$ cat config.mk
export PLATFORM = sky130hd
export DESIGN_NAME = sdr_response_read_wait
export DESIGN_NICKNAME = d
export VERILOG_FILES = /design/src/design/sdr_pkg.sv /design/src/design/sdr_response_read_wait.sv
export VERILOG_INCLUDE_DIRS = /design/src /design/src/design
export SDC_FILE = /design/constraint.sdc
export NUM_CORES = 1
export LEC_CHECK = 0
export BUFFER_PORTS_ARGS = -buffer_cell sky130_fd_sc_hd__buf_2
export CAP_MARGIN = 25
export CORE_MARGIN = 2
export CORE_UTILIZATION = 40
export DETAILED_ROUTE_END_ITERATION = 10
export MAX_ROUTING_LAYER = met4
export PLACE_DENSITY = 0.7
export REMOVE_ABC_BUFFERS = 1
export SYNTH_ARGS = -nofsm -noshare
export SYNTH_HDL_FRONTEND = slang
export SYNTH_SLANG_ARGS = --single-unit
$ cat constraint.sdc
create_clock -name aclk -period 3.8 [get_ports aclk]
set_clock_uncertainty 0.15 [all_clocks]
set_input_delay 0 -clock aclk [delete_from_list [all_inputs] [get_ports aclk]]
set_output_delay 0 -clock aclk [all_outputs]
set_load 0.1 [all_outputs]
$ cat src/design/sdr_map.svh
`ifndef SDR_MAP_SVH
`define SDR_MAP_SVH
`define SDR_OFF_RESP_BASE 8'h00
`define SDR_OFF_RESP_LAST 8'h1c
`define SDR_OFF_INDEX 8'h20
`define SDR_OFF_CRC_STATUS 8'h24
`define SDR_OFF_RW_CONTROL 8'h28
`define SDR_OFF_STATUS0 8'h2c
`define SDR_OFF_IRQ_ENABLE 8'h30
`define SDR_OFF_IRQ_FLAGS 8'h34
`define SDR_OFF_IRQ_CLEAR 8'h38
`define SDR_RWC_REQ 0
`define SDR_RWC_CRC 1
`define SDR_ST_DATA_LINE1_LEVEL 0
`define SDR_ST_PERIOD 1
`define SDR_ST_RW_ACTIVE 2
`define SDR_IRQ_CARD 0
`define SDR_IRQ_RW 1
`define SDR_LONG_IDX_LO 128
`define SDR_SHORT_IDX_LO 40
`define SDR_SLICE_W 16
`define SDR_RST_RWC 1'b0
`define SDR_RST_IEN 2'h0
`define SDR_RST_FLAGS 2'h0
`define SDR_RST_WORD 16'h0000
`define SDR_RST_BYTE 8'h00
`define SDR_RW_DELAY_EDGES 2'h2
`define SDR_RESP_OKAY 2'h0
`define SDR_RESP_SLVERR 2'h2
`endif

$ cat src/design/sdr_pkg.sv
package sdr_pkg;
    typedef struct packed {
        logic valid;
        logic is_long;
        logic [135:0] bits;
    } sdr_resp_s;

    typedef struct packed {
        logic valid;
        logic [7:0] token;
    } sdr_token_s;

    typedef struct packed {
        logic block_end;
        logic crc_error;
        logic multi_block;
        logic last_block;
    } sdr_read_evt_s;

    typedef enum logic [1:0] {
        SDR_RW_IDLE = 2'b00,
        SDR_RW_ARMED = 2'b01,
        SDR_RW_DELAY = 2'b10,
        SDR_RW_ACTIVE = 2'b11
    } sdr_rw_state_e;
endpackage

$ cat src/design/sdr_response_read_wait.sv
// How it works
// - Long response slices fill index and eight words.
// - Card CRC token kept in low byte.
// - First response byte goes to index register.
// - Read wait starts two clocks after block end.
// - Clearing request ends wait, releases data line 2.
// - CRC error mid multi-block read starts wait.
// - Status bit 2 shows read wait active.
// - Status bit 1 shows card interrupt period.
// - Status bit 0 shows data line 1 level.
// - Read wait start sets flag when enabled.
// - Card interrupt sets flag when enabled.
// - Flags clear only on written ones.
// - Enable bit 1 read wait, bit 0 card.
// - Every response overwrites the index register; only long ones overwrite the eight words.
//
// Our own choices: the placing of the registers and the AXI4-Lite register port.
`include "sdr_map.svh"
`timescale 1ns/1ps
`default_nettype none
module sdr_response_read_wait
    import sdr_pkg::*;
#(
    parameter int ADDR_W = 8
) (
    input wire logic aclk,
    input wire logic aresetn,
    input wire logic [ADDR_W-1:0] s_axi_awaddr,
    input wire logic [2:0] s_axi_awprot,
    input wire logic s_axi_awvalid,
    output logic s_axi_awready,
    input wire logic [31:0] s_axi_wdata,
    input wire logic [3:0] s_axi_wstrb,
    input wire logic s_axi_wvalid,
    output logic s_axi_wready,
    output logic [1:0] s_axi_bresp,
    output logic s_axi_bvalid,
    input wire logic s_axi_bready,
    input wire logic [ADDR_W-1:0] s_axi_araddr,
    input wire logic [2:0] s_axi_arprot,
    input wire logic s_axi_arvalid,
    output logic s_axi_arready,
    output logic [31:0] s_axi_rdata,
    output logic [1:0] s_axi_rresp,
    output logic s_axi_rvalid,
    input wire logic s_axi_rready,
    input wire sdr_resp_s resp_in,
    input wire sdr_token_s token_in,
    input wire sdr_read_evt_s read_evt,
    input wire logic card_irq_period,
    input wire logic sd_clk,
    input wire logic card_data_line1_pin,
    output logic data_line2_out,
    output logic data_line2_oe,
    output logic irq
);
    logic [15:0] response_word [8];
    logic [7:0] index_byte_reg;
    logic [7:0] crc_token_field;
    logic read_wait_request;
    logic wait_on_crc_error_en;
    logic read_wait_irq_en;
    logic card_irq_en;
    logic [1:0] irq_flags;
    sdr_rw_state_e rw_state;
    logic [1:0] rw_edges;
    logic clk_meta, clk_sync, clk_prev;
    logic data_line1_level_meta, data_line1_level;
    logic period_q;

    logic aw_held, w_held;
    logic [ADDR_W-1:0] aw_addr;
    logic [31:0] w_data;
    logic [3:0] w_strb;
    logic wr_fire;
    logic wr_lo;
    logic [ADDR_W-1:0] wr_off;
    logic wr_mapped;
    logic [31:0] rd_data;
    logic rd_mapped;

    logic sd_rise;
    logic auto_start;
    logic rw_start;
    logic card_event;
    logic [1:0] clr_bits;
    logic [1:0] set_bits;

    // The link clock is only sampled here; its edges pace the read wait delay.
    always_ff @(posedge aclk) begin
        if (!aresetn) begin
            clk_meta <= 1'b0;
            clk_sync <= 1'b0;
            clk_prev <= 1'b0;
        end else begin
            clk_meta <= sd_clk;
            clk_sync <= clk_meta;
            clk_prev <= clk_sync;
        end
    end

    assign sd_rise = clk_sync && !clk_prev;

    always_ff @(posedge aclk) begin
        if (!aresetn) begin
            data_line1_level_meta <= 1'b1;
            data_line1_level <= 1'b1;
        end else begin
            data_line1_level_meta <= card_data_line1_pin;
            data_line1_level <= data_line1_level_meta;
        end
    end

    always_ff @(posedge aclk) begin
        if (!aresetn) begin
            period_q <= 1'b0;
        end else begin
            period_q <= card_irq_period;
        end
    end

    // A low data line 1 inside the period is the card asking for service.
    assign card_event = period_q && !data_line1_level;

    // Responses overwrite regardless of whether software has read them.
    always_ff @(posedge aclk) begin
        if (!aresetn) begin
            index_byte_reg <= `SDR_RST_BYTE;
            for (int i = 0; i < 8; i++) begin
                response_word[i] <= `SDR_RST_WORD;
            end
        end else if (resp_in.valid) begin
            if (resp_in.is_long) begin
                index_byte_reg <= resp_in.bits[`SDR_LONG_IDX_LO +: 8];
                for (int i = 0; i < 8; i++) begin
                    response_word[i] <= resp_in.bits[i*`SDR_SLICE_W +: `SDR_SLICE_W];
                end
            end else begin
                index_byte_reg <= resp_in.bits[`SDR_SHORT_IDX_LO +: 8];
            end
        end
    end

    always_ff @(posedge aclk) begin
        if (!aresetn) begin
            crc_token_field <= `SDR_RST_BYTE;
        end else if (token_in.valid) begin
            crc_token_field <= token_in.token;
        end
    end

    // Bus slave: address and data are taken independently, then committed together.
    always_ff @(posedge aclk) begin
        if (!aresetn) begin
            s_axi_awready <= 1'b0;
            aw_held <= 1'b0;
            aw_addr <= '0;
        end else if (s_axi_awvalid && s_axi_awready) begin
            s_axi_awready <= 1'b0;
            aw_held <= 1'b1;
            aw_addr <= s_axi_awaddr;
        end else if (wr_fire) begin
            aw_held <= 1'b0;
            s_axi_awready <= 1'b1;
        end else if (!aw_held) begin
            s_axi_awready <= 1'b1;
        end
    end

    always_ff @(posedge aclk) begin
        if (!aresetn) begin
            s_axi_wready <= 1'b0;
            w_held <= 1'b0;
            w_data <= '0;
            w_strb <= '0;
        end else if (s_axi_wvalid && s_axi_wready) begin
            s_axi_wready <= 1'b0;
            w_held <= 1'b1;
            w_data <= s_axi_wdata;
            w_strb <= s_axi_wstrb;
        end else if (wr_fire) begin
            w_held <= 1'b0;
            s_axi_wready <= 1'b1;
        end else if (!w_held) begin
            s_axi_wready <= 1'b1;
        end
    end

    assign wr_fire = aw_held && w_held && !s_axi_bvalid;
    assign wr_off = {aw_addr[ADDR_W-1:2], 2'b00};
    assign wr_lo = wr_fire && w_strb[0];

    always_comb begin
        case (wr_off)
            `SDR_OFF_INDEX, `SDR_OFF_CRC_STATUS, `SDR_OFF_RW_CONTROL, `SDR_OFF_STATUS0,
            `SDR_OFF_IRQ_ENABLE, `SDR_OFF_IRQ_FLAGS, `SDR_OFF_IRQ_CLEAR: wr_mapped = 1'b1;
            default: wr_mapped = (wr_off <= `SDR_OFF_RESP_LAST);
        endcase
    end

    always_ff @(posedge aclk) begin
        if (!aresetn) begin
            s_axi_bvalid <= 1'b0;
            s_axi_bresp <= `SDR_RESP_OKAY;
        end else if (wr_fire) begin
            s_axi_bvalid <= 1'b1;
            s_axi_bresp <= wr_mapped ? `SDR_RESP_OKAY : `SDR_RESP_SLVERR;
        end else if (s_axi_bready) begin
            s_axi_bvalid <= 1'b0;
        end
    end

    // A CRC error on any block but the last, with the enable set, starts wait alone.
    assign auto_start = wait_on_crc_error_en && read_evt.crc_error
                        && read_evt.multi_block && !read_evt.last_block;

    // Hardware setting the request wins over a software write in the same cycle.
    always_ff @(posedge aclk) begin
        if (!aresetn) begin
            read_wait_request <= `SDR_RST_RWC;
            wait_on_crc_error_en <= `SDR_RST_RWC;
        end else begin
            if (auto_start) begin
                read_wait_request <= 1'b1;
            end else if (wr_lo && wr_off == `SDR_OFF_RW_CONTROL) begin
                read_wait_request <= w_data[`SDR_RWC_REQ];
            end
            if (wr_lo && wr_off == `SDR_OFF_RW_CONTROL) begin
                wait_on_crc_error_en <= w_data[`SDR_RWC_CRC];
            end
        end
    end

    always_ff @(posedge aclk) begin
        if (!aresetn) begin
            {read_wait_irq_en, card_irq_en} <= `SDR_RST_IEN;
        end else if (wr_lo && wr_off == `SDR_OFF_IRQ_ENABLE) begin
            read_wait_irq_en <= w_data[`SDR_IRQ_RW];
            card_irq_en <= w_data[`SDR_IRQ_CARD];
        end
    end

    // Delay edges are counted on the sampled link clock, not on aclk.
    always_ff @(posedge aclk) begin
        if (!aresetn) begin
            rw_state <= SDR_RW_IDLE;
            rw_edges <= 2'h0;
        end else if (!read_wait_request && !auto_start) begin
            rw_state <= SDR_RW_IDLE;
            rw_edges <= 2'h0;
        end else begin
            case (rw_state)
                SDR_RW_IDLE: begin
                    rw_edges <= 2'h0;
                    rw_state <= auto_start ? SDR_RW_DELAY : SDR_RW_ARMED;
                end
                SDR_RW_ARMED: begin
                    rw_edges <= 2'h0;
                    if (read_evt.block_end || auto_start) begin
                        rw_state <= SDR_RW_DELAY;
                    end
                end
                SDR_RW_DELAY: begin
                    if (sd_rise) begin
                        rw_edges <= rw_edges + 2'h1;
                        if (rw_edges + 2'h1 == `SDR_RW_DELAY_EDGES) begin
                            rw_state <= SDR_RW_ACTIVE;
                        end
                    end
                end
                SDR_RW_ACTIVE: begin
                    rw_state <= SDR_RW_ACTIVE;
                end
                default: begin
                    rw_state <= SDR_RW_IDLE;
                end
            endcase
        end
    end

    assign rw_start = (rw_state == SDR_RW_DELAY) && sd_rise && read_wait_request
                      && (rw_edges + 2'h1 == `SDR_RW_DELAY_EDGES);

    always_ff @(posedge aclk) begin
        if (!aresetn) begin
            data_line2_oe <= 1'b0;
            data_line2_out <= 1'b1;
        end else begin
            data_line2_oe <= rw_start || (rw_state == SDR_RW_ACTIVE && read_wait_request);
            data_line2_out <= !(rw_start || (rw_state == SDR_RW_ACTIVE && read_wait_request));
        end
    end

    assign set_bits[`SDR_IRQ_RW] = rw_start && read_wait_irq_en;
    assign set_bits[`SDR_IRQ_CARD] = card_event && card_irq_en;
    assign clr_bits = (wr_lo && (wr_off == `SDR_OFF_IRQ_FLAGS || wr_off == `SDR_OFF_IRQ_CLEAR))
                      ? w_data[1:0] : 2'h0;

    // Sticky flags: a written one clears, a zero leaves alone, a new event wins.
    always_ff @(posedge aclk) begin
        if (!aresetn) begin
            irq_flags <= `SDR_RST_FLAGS;
        end else begin
            irq_flags <= (irq_flags & ~clr_bits) | set_bits;
        end
    end

    always_ff @(posedge aclk) begin
        if (!aresetn) begin
            irq <= 1'b0;
        end else begin
            irq <= |(irq_flags & {read_wait_irq_en, card_irq_en});
        end
    end

    always_comb begin
        rd_data = 32'h0000_0000;
        rd_mapped = 1'b1;
        case ({s_axi_araddr[ADDR_W-1:2], 2'b00})
            `SDR_OFF_INDEX: rd_data[7:0] = index_byte_reg;
            `SDR_OFF_CRC_STATUS: rd_data[7:0] = crc_token_field;
            `SDR_OFF_RW_CONTROL: rd_data[1:0] = {wait_on_crc_error_en, read_wait_request};
            `SDR_OFF_STATUS0: begin
                rd_data[`SDR_ST_RW_ACTIVE] = (rw_state == SDR_RW_ACTIVE);
                rd_data[`SDR_ST_PERIOD] = period_q;
                rd_data[`SDR_ST_DATA_LINE1_LEVEL] = data_line1_level;
            end
            `SDR_OFF_IRQ_ENABLE: rd_data[1:0] = {read_wait_irq_en, card_irq_en};
            `SDR_OFF_IRQ_FLAGS: rd_data[1:0] = irq_flags;
            `SDR_OFF_IRQ_CLEAR: rd_data = 32'h0000_0000;
            default: begin
                if ({s_axi_araddr[ADDR_W-1:2], 2'b00} <= `SDR_OFF_RESP_LAST) begin
                    rd_data[15:0] = response_word[s_axi_araddr[4:2]];
                end else begin
                    rd_mapped = 1'b0;
                end
            end
        endcase
    end

    always_ff @(posedge aclk) begin
        if (!aresetn) begin
            s_axi_arready <= 1'b0;
            s_axi_rvalid <= 1'b0;
            s_axi_rdata <= 32'h0000_0000;
            s_axi_rresp <= `SDR_RESP_OKAY;
        end else if (s_axi_arvalid && s_axi_arready) begin
            s_axi_arready <= 1'b0;
            s_axi_rvalid <= 1'b1;
            s_axi_rdata <= rd_data;
            s_axi_rresp <= rd_mapped ? `SDR_RESP_OKAY : `SDR_RESP_SLVERR;
        end else if (s_axi_rvalid && s_axi_rready) begin
            s_axi_rvalid <= 1'b0;
            s_axi_arready <= 1'b1;
        end else if (!s_axi_rvalid) begin
            s_axi_arready <= 1'b1;
        end
    end
endmodule
`default_nettype wire

==> results of run 1 <==
-- cells in the mapped netlist, types with 8 or more instances --
| master | instances | area, sq um |
|---|---|---|
| buf_2 | 12 | 60.06 |
| nand2_1 | 27 | 101.4 |
| mux4_2 | 29 | 653.1 |
| o21ai_1 | 8 | 40.04 |
| nor2_1 | 32 | 120.1 |
| nand3_1 | 13 | 65.06 |
| clkbuf_1 | 20 | 75.07 |
| buf_4 | 21 | 157.7 |
| dfxtp_1 | 69 | 1381 |
| mux2i_1 | 39 | 390.4 |
| a211oi_1 | 10 | 75.07 |
| o21ai_0 | 10 | 50.05 |
| edfxtp_1 | 128 | 3844 |
| a21oi_1 | 17 | 85.08 |
| and2_1 | 133 | 832.1 |
-- final cells by class --
class                      count  area, sq um  area share [%]
sequential                   197         5225           42.04
multi-input combinational    402         3117           25.08
timing repair buffer         411         3115           25.07
clock buffer                  17        425.4           3.423
tap                          275        344.1           2.768
clock inverter                15        168.9           1.359
inverter                       7        26.28          0.2114
antenna                        3        7.507         0.06040
-- layer usage --
layer,GRT usage (%),vias up
met5,-,-
li1,-,3092
met2,38.66,234
met3,4.337,49
met4,8.178,0
met1,24.30,3125
-- worst min path at each step --
stage | slack (ns) | depth (start not counted) | to
after floorplan | -0.08 | 1 | data_line1_level$_SDFF_PN1_
after global placement | 0.08 | 2 | clk_meta$_SDFF_PN0_
after global routing | 0.06 | 5 | s_axi_rdata[1]$_SDFFE_PN0P_
final | 0.03 | 3 | index_byte_reg[0]$_SDFFE_PN0P_
after detailed placement | 0.07 | 2 | data_line1_level_meta$_SDFF_PN1_
after CTS | 0.009 | 4 | rw_state[1]$_SDFFE_PP0P_
-- through the flow --
stage / total power, mW / std cells / hold WS, ns / utilization [%] / setup slack [ns]
after global routing: 5.189 / 1326 / 0.05740 / 58.93 / 1.373
after CTS: 5.025 / 1324 / 0.009252 / 58.91 / 1.565
final: 5.012 / 1327 / 0.03379 / 58.94 / 1.586
after detailed placement: 3.071 / 1089 / 0.07405 / 46.45 / 1.502
after floorplan: 2.858 / 606 / -0.07696 / - / 0.3904
after global placement: 3.053 / 1089 / 0.07748 / 46.45 / 1.557
-- report_power, final --
group	leakage [nW]	internal (mW)	switching, mW
Combinational	2.94	0.351	0.364
Clock	0.291	0.939	0.875
Sequential	1.86	2.43	0.0519
-- worst min-delay path, cell delays in order --
cell and delay [ns]:
buf_2 0.22, mux2i_1 0.24, a211oi_1 0.09
-- logic make-up after synthesis --
group	Yosys count	synth area share, %
AND/OR/NAND/NOR	235	15.77
multiplexers	78	13.94
buffers and inverters	64	4.138
adder cells (fa/ha/maj)	1	0.1452
other	1	0.04352
XOR/XNOR	2	0.2033
flip-flops	197	60.64
AO/OA/AOI/OAI	68	5.126
-- what timing repair did --
action / CTS / global route
setup buffers: 0 / 0
gates resized for setup: 0 / 0
hold buffers: 203 / 0
hold endpoints to repair: 169 / 0
==> summary by stage, run 1 <==
Timing
For this run, the top clock speed supported by timing is 451.7 MHz. The measured slew at the worst slew-check pin is 0.9648 ns. The final critical path time including I/O delays and setup is 2.214 ns. The worst-case headroom to the max-slew limit is 35.68%. Setup violations remaining at the end of the flow were counted as 0.

The number of hold violations in the final report is 0. The share of the clock period used by the worst path is 58.26%. Adding up every negative setup slack in the final design gives 0 ns.

The max-slew violation count is 0. Setup repair after global routing left no endpoint under its margin.

Global route
Entering global routing, the biggest net connects 78 pins. Global routing used 21.78% of the available tracks. The via count of the first global-routing pass is 7081. Summed over all layers, the global routing overflow is 0.

The number of antenna violations at the first check in global routing came to 2. The first global-routing pass estimated 36370 um of wire.

Critical path
The critical path startpoint is resp_in[137]. Walking the worst path, the cells encountered are dlygate4sd3_1 > buf_2 > nand2_1 > nand2_4 > buf_12. The worst path arrival time is 2.14 ns. The maximum fanout along the worst path is 77. The critical path endpoint is response_word[0][11]$_SDFFCE_PN0P_. In this run the number of cells on the critical path is 5. The combined buffer and inverter count along the critical path is 3. The nature of the critical path endpoint is a register. The worst setup path category is in -> reg.

The worst setup slack for register-to-register paths is 1.70 ns. At the worst endpoint, the required time is 3.72 ns. The startpoint of the lowest-slack register-to-register path is s_axi_awready$_SDFFE_PP0P_. The endpoint identified for the worst register-to-register timing path is aw_addr[7]$_SDFFE_PN0P_. The slowest stage of the critical path is the nand2_4 cell. Counting cells, the worst reg-to-reg path comes to 4. The sort of element at the start of the critical path is an input pin. Broken down by cell family, the worst path's largest delay share belongs to buffers and inverters. The maximum cell stage delay along the critical path is 0.59 ns.

Final layout
In the layout the commonest cells are dlygate4sd3_1, buf_2, and2_1, edfxtp_1, dfxtp_1. The fill cell instance count of the final layout is 1640. The fraction of final layout cells with drive strength greater than 1 is 26.88%. The largest registers in the layout are response_word (128), s_axi_rdata (16). The number of flip-flops under the largest register name is 128. The register ranked first by flip-flop count is response_word. The commonest non-fill, non-tap cell in the layout is dlygate4sd3_1. The number of nets at the end of the flow is 1256.

The finished cells cover 12430 sq um. The synthesis-to-finish area growth is 44.24%.

Place
Summed over all nets, the half-perimeter wirelength after detailed placement is 13090 um. The number of port buffers is 201. The cell area after placement is 9796 sq um. The final weighted congestion in routability-driven placement is 0.7820.

Detailed routing
The highest routing layer actually used is met4. For this block, the initial DRC count from the detailed router was 389. After detailed routing, the average wire length per cell comes to 17.77 um.

Using the TritonRoute via totals, the vias-per-cell ratio works out to 4.898. The detail route stage leaves a number of antenna-violating nets equal to 0. For this run, the detailed router's first-pass iteration total came to 4. The met3 wire length is 1093 um. The detailed route wirelength on metal2 is 12440 um.

The number of remaining DRC errors is 0. After detailed routing, the wire length on met1 is 9430 um. Wires add up to 23580 um. The number of vias in the routed layout is 6500.

Run
Across the run, the number of max-cap violations was 0.

Floorplanning
Measured along the x axis, the die boundary spans 150.8 um. The starting density of the core is 40.86%. The number of top-level design ports is 263. The placeable core area is 21090 sq um. The height of the die is 150.8 um.

The floorplan step defined a die boundary enclosing 22730 sq um. Row generation in the floorplan step produced 53 rows.

Min path
The startpoint identified for the worst hold timing path is resp_in[136]. The worst hold path class is in -> reg.

Pwr
IR analysis of the VDD net gives a maximum drop of 273.1 uV. The power density over cell area is 403.2 nW/um^2. The leakage power of the design is 5.091 nW.

CTS
Clock-pin slew was measured on the worst setup and hold paths at 0.07 ns. The insertion delay to the later sink of the worst-skew pair is 0.43 ns. The clock tree buffer depth is 2. CTS saw 197 sinks. Counting the buffers created by CTS gives 17. The clock tree from TritonCTS is yes.

In this run the number of H-tree levels came out at 4. The clock tree root buffer cell is clkbuf_16.

Synthesis
Counting flops and latches in the post-synthesis netlist gives 197. After technology mapping, the gate count stands at 646. The leading register cell type out of synthesis is edfxtp_1. The share of flip-flops with an asynchronous set or reset after synthesis is 0%. The number of synthesized flops with an enable pin is 128. Yosys printed 0 warnings. After synthesis, flip-flops and latches occupy 60.64% of the total area. The cell area that synthesis handed to floorplanning was 8617 sq um.

After synthesis, the netlist uses 54 different library cells. Averaged over all synthesized cells, the footprint is 13.34 sq um.

Run status
The flow ran to the end, and the final reports show no timing, DRC or antenna violations.
Note: power is estimated with default switching activity, not from simulation.
==> inputs of run 2 (changes only) <==
- ABC_AREA: unset -> 1
- PLACE_DENSITY: 0.7 -> 0.67
- clock period: 3.8 -> 2.3 ns (I/O delays scaled with it)
==> run 2 against run 1 <==
The flow now stops in detailed routing; synthesized cell count rose by 75%; synthesized area rose by 8.7%; global-route usage fell by 0.28 points.
==> summary by stage, run 2 <==
Synthesis
The share of cell area taken by muxes after synthesis is 0% (was 13.94%). The synthesized-area fraction occupied by ao, oa, aoi and oai cells was 8.667% (was 5.126%). The number of standard cells after synthesis is 1131 (was 646). The area share of xor/xnor cells in the synthesized design was 0% (was 0.2033%). The share of the yosys chip area belonging to registers is 55.77% (was 60.64%). The distinct cell type count after synthesis is 35 (was 54). The post-synthesis average cell area came to 8.284 sq um (was 13.34 sq um). The cell area after technology mapping is 9369 sq um (was 8617 sq um). Leading post-synthesis cells by cell area: edfxtp_1, dfxtp_1, inv_1 (was edfxtp_1, dfxtp_1, and2_1). The leading register cell type out of synthesis is edfxtp_1 (unchanged). The post-synthesis share of cell area spent on full adders, half adders and majority gates came to 0.1335% (was 0.1452%). The share of flip-flops with an asynchronous set or reset after synthesis is 0% (unchanged). The flop and latch count out of synthesis is 197 (unchanged). The basic-gate share of the synthesized area counting and, or, nand and nor cells is 20.22% (was 15.77%). The portion of synthesized cell area occupied by the leading cell type came to 41.03% (was 44.61%). The main combinational cell family by area after synthesis is simple AND/OR/NAND/NOR gates (unchanged). The most frequent cell after synthesis is inv_1 (was and2_1).

The cell taking the most area after synthesis is edfxtp_1 (unchanged). Synth top cells by count: inv_1, nand2_1, nor2_1 (was and2_1, edfxtp_1, dfxtp_1). The yosys synthesis warning count is 0 (unchanged).

The number of synthesized flops with an enable pin is 128 (unchanged).

Place
The final weighted congestion in routability-driven placement was 0.7818 (was 0.7820). The final HPWL from detailed placement is 15530 um (was 13090 um). The number of port buffers was 201 (unchanged).

Timing
The worst endpoint after global-route timing repair is rw_state[1]$_SDFFE_PP0P_/D. The type of pin the worst path ends at is a register data pin.

Global route
The total congestion overflow after global routing was 0 (unchanged). The all-layer global routing usage is 21.50% (was 21.78%). The number of antenna violations at the first check in global routing came to 0 (was 2). The global-route wire length before repair is 39900 um (was 36370 um). The via count of the first global-routing pass is 8070 (was 7081). The pin count of the biggest net entering global routing is 85 (was 78).

Floorplanning
The number of top-level design ports is 263 (unchanged). The cell row count was 56 (was 53). The height of the die was 157.0 um (was 150.8 um). The horizontal die dimension came to 157.0 um (was 150.8 um). The starting density of the core is 40.28% (was 40.86%).

CTS
The maximum level of the CTS H-tree came to 4 (unchanged). The clock net sink count is 197 (unchanged). The clock buffer count from CTS is 17 (unchanged). The clock tree buffer depth came to 2 (unchanged). The clock tree root buffer cell was clkbuf_16 (unchanged).

Run status
The first error in the log reads "[ERROR DRT-0255] Maze Route cannot find path of net aclk in worker of routeBox ( 144900 0 ) ( 157045 48300 )". The last stage the flow got to is detailed routing. Result of the run: aborted with a tool error (was finished clean).
-- run 2: cell count changes after synthesis, sizes merged, moves of 8 or more --
cell	previous run	this run
o21ai	18	57
inv	7	268
a21oi	17	47
mux2i	39	0
nor2	32	164
o211ai	2	18
a211oi	10	0
nand3	13	44
buf	37	45
o21a	3	16
mux4	32	0
nand2	28	225
and2	133	0
nand4	4	17
-- run 2: cell families after synthesis --
family / count (synthesis)
DFF: 197
AOI/OAI and AO/OA: 142
adders and majority gates: 1
other: 1
and+or+nand+nor: 457
buffers and inverters: 333
-- run 2: what timing repair did --
item                                    4_1_cts  5_1_grt
endpoints found under the hold margin       184        0
buffers inserted                              0        0
hold buffers                                202        0
endpoints found under the setup margin        0        1
resized for setup                             0        2
-- run 2: per-layer routing --
layer / track usage (%)
met5: -
met2: 35.63
met4: 8.701
met1: 25.94
met3: 4.075
-- run 2: per-stage QoR --
| stage | area, sq um | worst slack (ns) | std cells |
|---|---|---|---|
| global route | 13220 | 0.008900 | 1850 |
| global placement | 10590 | 0.6653 | 1616 |
| detailed placement | 10590 | 0.6340 | 1616 |
| floorplan | 9022 | -1.098 | 1083 |
| CTS | 13210 | 0.01519 | 1850 |
==> inputs of run 3 (changes only) <==
- CORE_UTILIZATION: 40 -> 25
- MAX_ROUTING_LAYER: met4 -> unset
- PLACE_DENSITY: 0.67 -> unset
- PLACE_DENSITY_LB_ADDON: unset -> 0.15
==> run 3 against run 2 <==
The run now ends clean; global-route usage down 6.7 points; synthesized area did not move; synthesized cell count unchanged.
==> summary by stage, run 3 <==
CTS
Clock-pin slew was measured on the worst setup and hold paths at 0.08 ns. The clock tree root buffer cell was clkbuf_16 (unchanged). The maximum level of the CTS H-tree is 4 (unchanged). TritonCTS built the clock tree. The clock buffer count from CTS is 17 (unchanged). The clock reaches the later pin of the worst-skew pair after 0.45 ns. The clock net sink count is 197 (unchanged). The clock tree buffer depth is 2 (unchanged).

Synthesis
Synth top cells by count: inv_1, nand2_1, nor2_1 (unchanged). The cell area after technology mapping is 9369 sq um (unchanged). The number of standard cells after synthesis is 1131 (unchanged). The number of synthesized flops with an enable pin is 128 (unchanged). The leading register cell type out of synthesis is edfxtp_1 (unchanged). The share of flip-flops with an asynchronous set or reset after synthesis was 0% (unchanged).

The flop and latch count out of synthesis is 197 (unchanged). The post-synthesis average cell area is 8.284 sq um (unchanged). Leading post-synthesis cells by cell area: edfxtp_1, dfxtp_1, inv_1 (unchanged). The distinct cell type count after synthesis came to 35 (unchanged).

The portion of synthesized cell area occupied by the leading cell type was 41.03% (unchanged). The most frequent cell after synthesis is inv_1 (unchanged). The cell taking the most area after synthesis is edfxtp_1 (unchanged).

The share of the yosys chip area belonging to registers was 55.77% (unchanged). The yosys synthesis warning count is 0 (unchanged).

Timing
Headroom to the max-slew limit came out at 65.57%. The max-slew violation count is 0. The final critical path time including I/O delays and setup is 2.156 ns.

The number of hold violations in the final report is 0. For this run, the top clock speed supported by timing is 463.7 MHz. After layout, the worst path uses 93.76% of the clock period. Setup violations remaining at the end of the flow were counted as 0. Setup repair after global routing left no endpoint under its margin. The measured slew at the worst slew-check pin is 0.5164 ns.

Critical path
The slowest stage of the critical path is the dlygate4sd3_1 cell. The data required time at the worst endpoint is 2.54 ns. The top cell family by delay on the critical path is buffers and inverters. The maximum fanout along the worst path is 3. The nature of the critical path endpoint is a register. STA puts the critical path data arrival time at 2.39 ns. The critical path goes through nand4_1 > and3_1 > dlygate4sd3_1 > nor2_1 > dlygate4sd3_1. Counting stages on the worst path, the most repeated cell is dlygate4sd3_1. STA classifies the critical path startpoint as a register. The maximum cell stage delay along the critical path is 0.57 ns. The critical path is of the reg -> reg type. The number of buffers and inverters on the critical path is 2.

Place
The cell area after placement is 10830 sq um (was 10590 sq um). The final weighted congestion in routability-driven placement is 0.7346 (was 0.7818). The final HPWL from detailed placement was 18660 um (was 15530 um). The number of port buffers came to 201 (unchanged).

Final layout
The largest registers in the layout are response_word (128), s_axi_rdata (16). The synthesis-to-finish area growth is 44.59%. The register with the most flip-flops in the layout has 128 of them. The register ranked first by flip-flop count is response_word. Cells with a size suffix above 1 make up 17.67% of the layout. The post-route cell area is 13550 sq um. In the layout the commonest cells are inv_1, nand2_1, dlygate4sd3_1, buf_2, nor2_1. The commonest non-fill, non-tap cell in the layout is inv_1. 0 antenna diodes ended up in the layout. The number of nets at the end of the flow is 1752. The utilization after layout is 36.83%.

Min path
The path class of the tightest hold or removal check is in -> reg.

Global route
The fraction of met3 tracks used by global routing is 2.612% (was 4.075%). The pin count of the biggest net entering global routing is 49 (was 85). The layer with the highest usage after global routing was met2 (unchanged). The all-layer global routing usage was 14.78% (was 21.50%). The met2 track demand over resource came to 25.31% (was 35.63%). The number of antenna violations at the first check in global routing was 0 (unchanged). The via count of the first global-routing pass came to 8134 (was 8070).

The global-route wire length before repair is 43660 um (was 39900 um). The total congestion overflow after global routing came to 0 (unchanged). The global routing met1 resource utilization is 19.04% (was 25.94%).

Floorplanning
The number of top-level design ports is 263 (unchanged). The starting density of the core is 25.47% (was 40.28%). After floorplanning, the core was sized to cover 36790 sq um. The height of the die is 197.6 um (was 157.0 um). The cell row count came to 70 (was 56).

The die outline area is 39040 sq um. The horizontal die dimension came to 197.6 um (was 157.0 um).

Pwr
Of the total power, combinational logic draws 16.3%. In this run the static leakage power is 6.610 nW. The sequential fraction of design power is 47.5%. Summing internal, switching and leakage power gives 8.656 mW. Cell internal power was estimated by the tool at 6.253 mW. Across the VDD grid, the largest voltage drop is 451.2 uV.

The switching power is 2.404 mW. The share of power burned in the clock network is 36.2%. Dividing total power by cell area gives a power density of 639.0 nW/um^2.

The switching part of the total power is 27.77%.

Detailed routing
The routed length per instance is 14.05 um. The detailed router finished its first iteration with 376 violations. The routed via count divided by cell count is 4.100.

The post-detailed-routing wire length is 28280 um. The post-detailed-route count of antenna-violating nets is 0. The number of vias in the routed layout is 8253.

In the routed design, unresolved DRC markers number 0. The pre-antenna-repair detailed-routing pass consisted of 4 iterations.

Run
The max-capacitance violation count is 0.

Run status
Result of the run: finished clean (was aborted with a tool error).
-- run 3: timing repair --
action                                 in CTS  in global routing
buffers inserted                            0                  0
hold buffers                              211                  1
endpoints found under the hold margin     184                  3
gates resized for setup                     0                  1
setup endpoints to repair                   0                  1
-- run 3: power by group through the flow --
stage | combinational [mW] | clock (mW) | sequential, mW
after floorplan | 0.575 | 0 | 4.32
after global placement | 1.15 | 0 | 4.19
after detailed placement | 1.15 | 0 | 4.19
after CTS | 1.43 | 3.26 | 4.11
after global routing | 1.56 | 3.39 | 4.14
final | 1.41 | 3.14 | 4.11
-- run 3: final cells by class --
class | count | area, sq um
clock inverters | 12 | 128.9
multi-input cells | 618 | 2811
flip-flops and latches | 197 | 5226
clock buffers | 20 | 478.0
inverters | 268 | 1011
fillers | 3837 | 23240
well taps | 468 | 585.6
repair buffers | 430 | 3306
-- run 3: cell families (layout without fill, tap and decap cells) --
group / Yosys count / count (layout) / share of synthesized area, %
DFF: 197 / 197 / 55.77
and+or+nand+nor: 457 / 457 / 20.22
other: 1 / 18 / 0.04003
AOI/OAI and AO/OA: 142 / 142 / 8.668
buffers and inverters: 333 / 730 / 15.17
adders and majority gates: 1 / 1 / 0.1335
-- run 3: worst reg2reg max path, delay by kind of cell, from the launching register on --
| family | cells | cell delay (ns) |
|---|---|---|
| buffers and inverters | 2 | 1.11 |
| flip-flops | 1 | 0.37 |
| AND/OR/NAND/NOR | 3 | 0.48 |
-- run 3: path summary, 6_finish.rpt --
path / start / endpoint / slack, ns / cells after the start
setup reg to reg: wait_on_crc_error_en$_SDFFE_PN0P_ / rw_state[1]$_SDFFE_PP0P_ / 0.14 / 5
hold / removal: s_axi_araddr[6] / s_axi_rdata[7]$_SDFFE_PN0P_ / 0.05 / 8
hold reg to reg: clk_meta$_SDFF_PN0_ / clk_sync$_SDFF_PN0_ / 0.28 / 2
setup / recovery: wait_on_crc_error_en$_SDFFE_PN0P_ / rw_state[1]$_SDFFE_PP0P_ / 0.14 / 5
-- run 3: per-stage QoR --
stage               hold WS, ns  setup TNS (ns)  instances  worst slack [ns]
finish                  0.04964               0       2013            0.1435
global route             0.1132               0       2013           0.07067
CTS                     0.02389               0       2013           0.04068
detailed placement      0.03942               0       1770            0.4371
global placement        0.04032               0       1770            0.4821
floorplan              -0.05655         -142.38       1083            -1.098
-- run 3: routing by layer --
| layer | up-vias | part of all wire (%) |
|---|---|---|
| li1 | 4253 | - |
| met4 | 0 | 1.3 |
| met5 | - | 0 |
| met2 | 148 | 48 |
| met1 | 3829 | 47 |
| met3 | 23 | 3.4 |
==> inputs of run 4 (changes only) <==
- CORE_UTILIZATION: 25 -> 40
==> run 4 against run 3 <==
Critical path depth grew 3; first-iteration DRC count grew 39%; design area shrank 1.7%; core utilization grew 20 points; wire length shrank 10%; highest routed layer unchanged; sequential power is essentially flat; sequential cell count is the same; combinational power is essentially flat; fmax grew 10%; sequential share of layout area grew 0.66 points; final cell count shrank 7.5%.
==> summary by stage, run 4 (synthesis gave the netlist of run 3 again) <==
Run status
Result of the run: finished clean (unchanged).

Timing
RSZ-0062 raised after global routing: false (unchanged). The number of failing setup endpoints in the final timing report is 0 (unchanged). The setup slack after layout is 0.3407 ns (was 0.1435 ns). The number of hold violations in the final report is 0 (unchanged). The max-slew violation count is 0 (unchanged).

The share of the clock period used by the worst path came to 85.19% (was 93.76%). The worst-case headroom to the max-slew limit is 62.36% (was 65.57%). The final critical path time including I/O delays and setup is 1.959 ns (was 2.156 ns). The highest clock frequency the design can meet is 510.4 MHz (was 463.7 MHz). The measured slew at the worst slew-check pin is 0.5640 ns (was 0.5164 ns).

Global route
The total congestion overflow after global routing is 0 (unchanged). The number of antenna violations at the first check in global routing was 0 (unchanged). The pin count of the biggest net entering global routing came to 94 (was 49). The all-layer global routing usage is 20.65% (was 14.78%). The global-route wire length before repair is 39310 um (was 43660 um). The via count of the first global-routing pass is 7936 (was 8134).

CTS
The clock buffer count from CTS came to 17 (unchanged). The clock tree buffer depth is 2 (unchanged). The clock tree from TritonCTS is yes (unchanged). The quantity of gates resized following cts is 0 (unchanged). The maximum level of the CTS H-tree is 4 (unchanged).

The clock-pin slew reported for the worst setup and hold paths after clock tree synthesis was 0.08 ns (about the same). The clock net sink count is 197 (unchanged). The insertion delay to the later sink of the worst-skew pair was 0.44 ns (was 0.45 ns). The clock tree root buffer cell is clkbuf_16 (unchanged).

Final layout
Commonest cells after routing, fill and taps aside: inv_1, nand2_1, dlygate4sd3_1, buf_2, nor2_1 (unchanged). Largest registers in the final layout: response_word (128), s_axi_rdata (16) (unchanged). The number of flip-flops under the largest register name came to 128 (unchanged).

The commonest non-fill, non-tap cell in the layout is inv_1 (unchanged). The synthesis-to-finish area growth came to 42.12% (was 44.59%). The number of nets at the end of the flow is 1750 (was 1752). The register ranked first by flip-flop count is response_word (unchanged). The count of inserted antenna diode cells is 0 (unchanged). The final non-filler cell total is 1862 (was 2013). The fraction of final layout cells with drive strength greater than 1 is 17.04% (was 17.67%).

Floorplanning
The placeable core area is 23260 sq um (was 36790 sq um). The starting density of the core is 40.28% (was 25.47%). The cell row count is 56 (was 70). The die outline area was 24660 sq um (was 39040 sq um). The height of the die is 157.0 um (was 197.6 um). The number of top-level design ports is 263 (unchanged). The horizontal die dimension is 157.0 um (was 197.6 um).

Critical path
The terminus of the critical flop-to-flop path is aw_addr[2]$_SDFFE_PN0P_ (was rw_state[1]$_SDFFE_PP0P_). The maximum cell stage delay along the critical path was 0.61 ns (was 0.57 ns). The worst setup slack for register-to-register paths is 0.46 ns (was 0.14 ns).

The nature of the critical path endpoint is a register (unchanged). The cell occurring most often along the worst timing path is dlygate4sd3_1 (unchanged). Ordered cell list for the critical path: dlygate4sd3_1 > buf_2 > nand2_1 > dlygate4sd3_1 > o211ai_1 > dlygate4sd3_1 > o211ai_1 > inv_1 (was nand4_1 > and3_1 > dlygate4sd3_1 > nor2_1 > dlygate4sd3_1). The worst path arrival time is 2.15 ns (was 2.39 ns). The critical path startpoint is resp_in[133] (was wait_on_crc_error_en$_SDFFE_PN0P_). The startpoint of the lowest-slack register-to-register path is s_axi_awready$_SDFFE_PP0P_ (was wait_on_crc_error_en$_SDFFE_PN0P_). The maximum fanout along the worst path is 1 (was 3). The critical path endpoint was index_byte_reg[5]$_SDFFE_PN0P_ (was rw_state[1]$_SDFFE_PP0P_). The sort of element at the start of the critical path is an input pin (was register). The data required time at the worst endpoint is 2.49 ns (was 2.54 ns).

The worst reg-to-reg path cell count was 4 (was 5). The worst setup path category is in -> reg (was reg -> reg). The cell at the slowest stage of the critical path was dlygate4sd3_1 (unchanged).

Pwr
The peak ir drop on the vdd network is 491.0 uV (was 451.2 uV). The leakage power of the design is 6.581 nW (was 6.610 nW). The power density over cell area was 640.7 nW/um^2 (was 639.0 nW/um^2).

Run
The max-capacitance violation count was 0 (unchanged).

Detailed routing
The routed via count divided by cell count is 4.454 (was 4.100). The post-detailed-route count of antenna-violating nets came to 0 (unchanged). The routed length per instance came to 13.62 um (was 14.05 um).

The number of iterations in the first detailed-routing pass is 4 (unchanged). The number of remaining DRC errors is 0 (unchanged). The count of routing violations after the opening detailed-route iteration is 521 (was 376). The post-detailed-routing wire length is 25360 um (was 28280 um).

The number of vias in the routed layout was 8293 (was 8253).

Place
The worst slack at placement came to 0.5579 ns (was 0.4371 ns). The final weighted congestion in routability-driven placement is 0.7690 (was 0.7346). The post-placement cell count came to 1616 (was 1770). The number of port buffers is 201 (unchanged). The final HPWL from detailed placement came to 15330 um (was 18660 um).

Min path
The worst hold path class was in -> reg (unchanged).
run 4: metrics by stage:
step / TNS [ns] / utilization (%) / instance area [sq um] / hold WS (ns) / power (mW)
detailed placement: 0 / 45.53 / 10590 / 0.04602 / 5.289
CTS: 0 / 57.24 / 13320 / 0.03063 / 8.572
finish: 0 / 57.24 / 13320 / 0.03643 / 8.532
floorplan: -142.38 / - / 9022 / -0.05655 / 4.896
global placement: 0 / 45.53 / 10590 / 0.04488 / 5.278
global route: 0 / 57.24 / 13320 / 0.05324 / 8.897
run 4: worst min path at each step:
stage | from | endpoint | slack (ns) | cells after the start
after floorplan | aresetn | clk_meta$_SDFF_PN0_ | -0.06 | 2
final | resp_in[136] | response_word[6][0]$_SDFFCE_PN0P_ | 0.04 | 3
after global routing | resp_in[136] | response_word[6][0]$_SDFFCE_PN0P_ | 0.05 | 3
after CTS | resp_in[136] | response_word[6][0]$_SDFFCE_PN0P_ | 0.03 | 3
after global placement | s_axi_wvalid | s_axi_wready$_SDFFE_PP0P_ | 0.04 | 2
after detailed placement | s_axi_wvalid | s_axi_wready$_SDFFE_PP0P_ | 0.05 | 2
run 4: where the power goes:
group          internal (mW)  total [mW]  switching (mW)
combinational          0.561        1.40           0.835
sequential              4.03        4.11          0.0768
clock                   1.63        3.03            1.40
total                   6.22        8.53            2.31
run 4: area by class of cell:
class | instances | area, sq um
Clock inverter | 13 | 150.1
Fill cell | 2122 | 9947
Tap cell | 319 | 399.1
Multi-Input combinational cell | 618 | 2811
Timing Repair Buffer | 428 | 3286
Sequential cell | 197 | 5225
Clock buffer | 19 | 432.9
Inverter | 268 | 1011
run 4: critical path, delay by kind of cell:
| family | cells | cell delay [ns] |
|---|---|---|
| AO/OA/AOI/OAI | 2 | 0.20 |
| AND/OR/NAND/NOR | 1 | 0.07 |
| buffers and inverters | 5 | 1.88 |
run 4: per-layer routing:
layer | share of wire, % | up-vias | track usage, %
met2 | 50 | 209 | 36.51
met4 | 1.9 | 0 | 6.970
met1 | 44 | 3799 | 25.75
li1 | - | 4251 | -
met5 | 0 | - | 0
met3 | 4.1 | 34 | 3.249
run 4: timing repair:
item	CTS	global route
endpoints found under the hold margin	191	0
buffers inserted	0	0
hold buffers	214	0
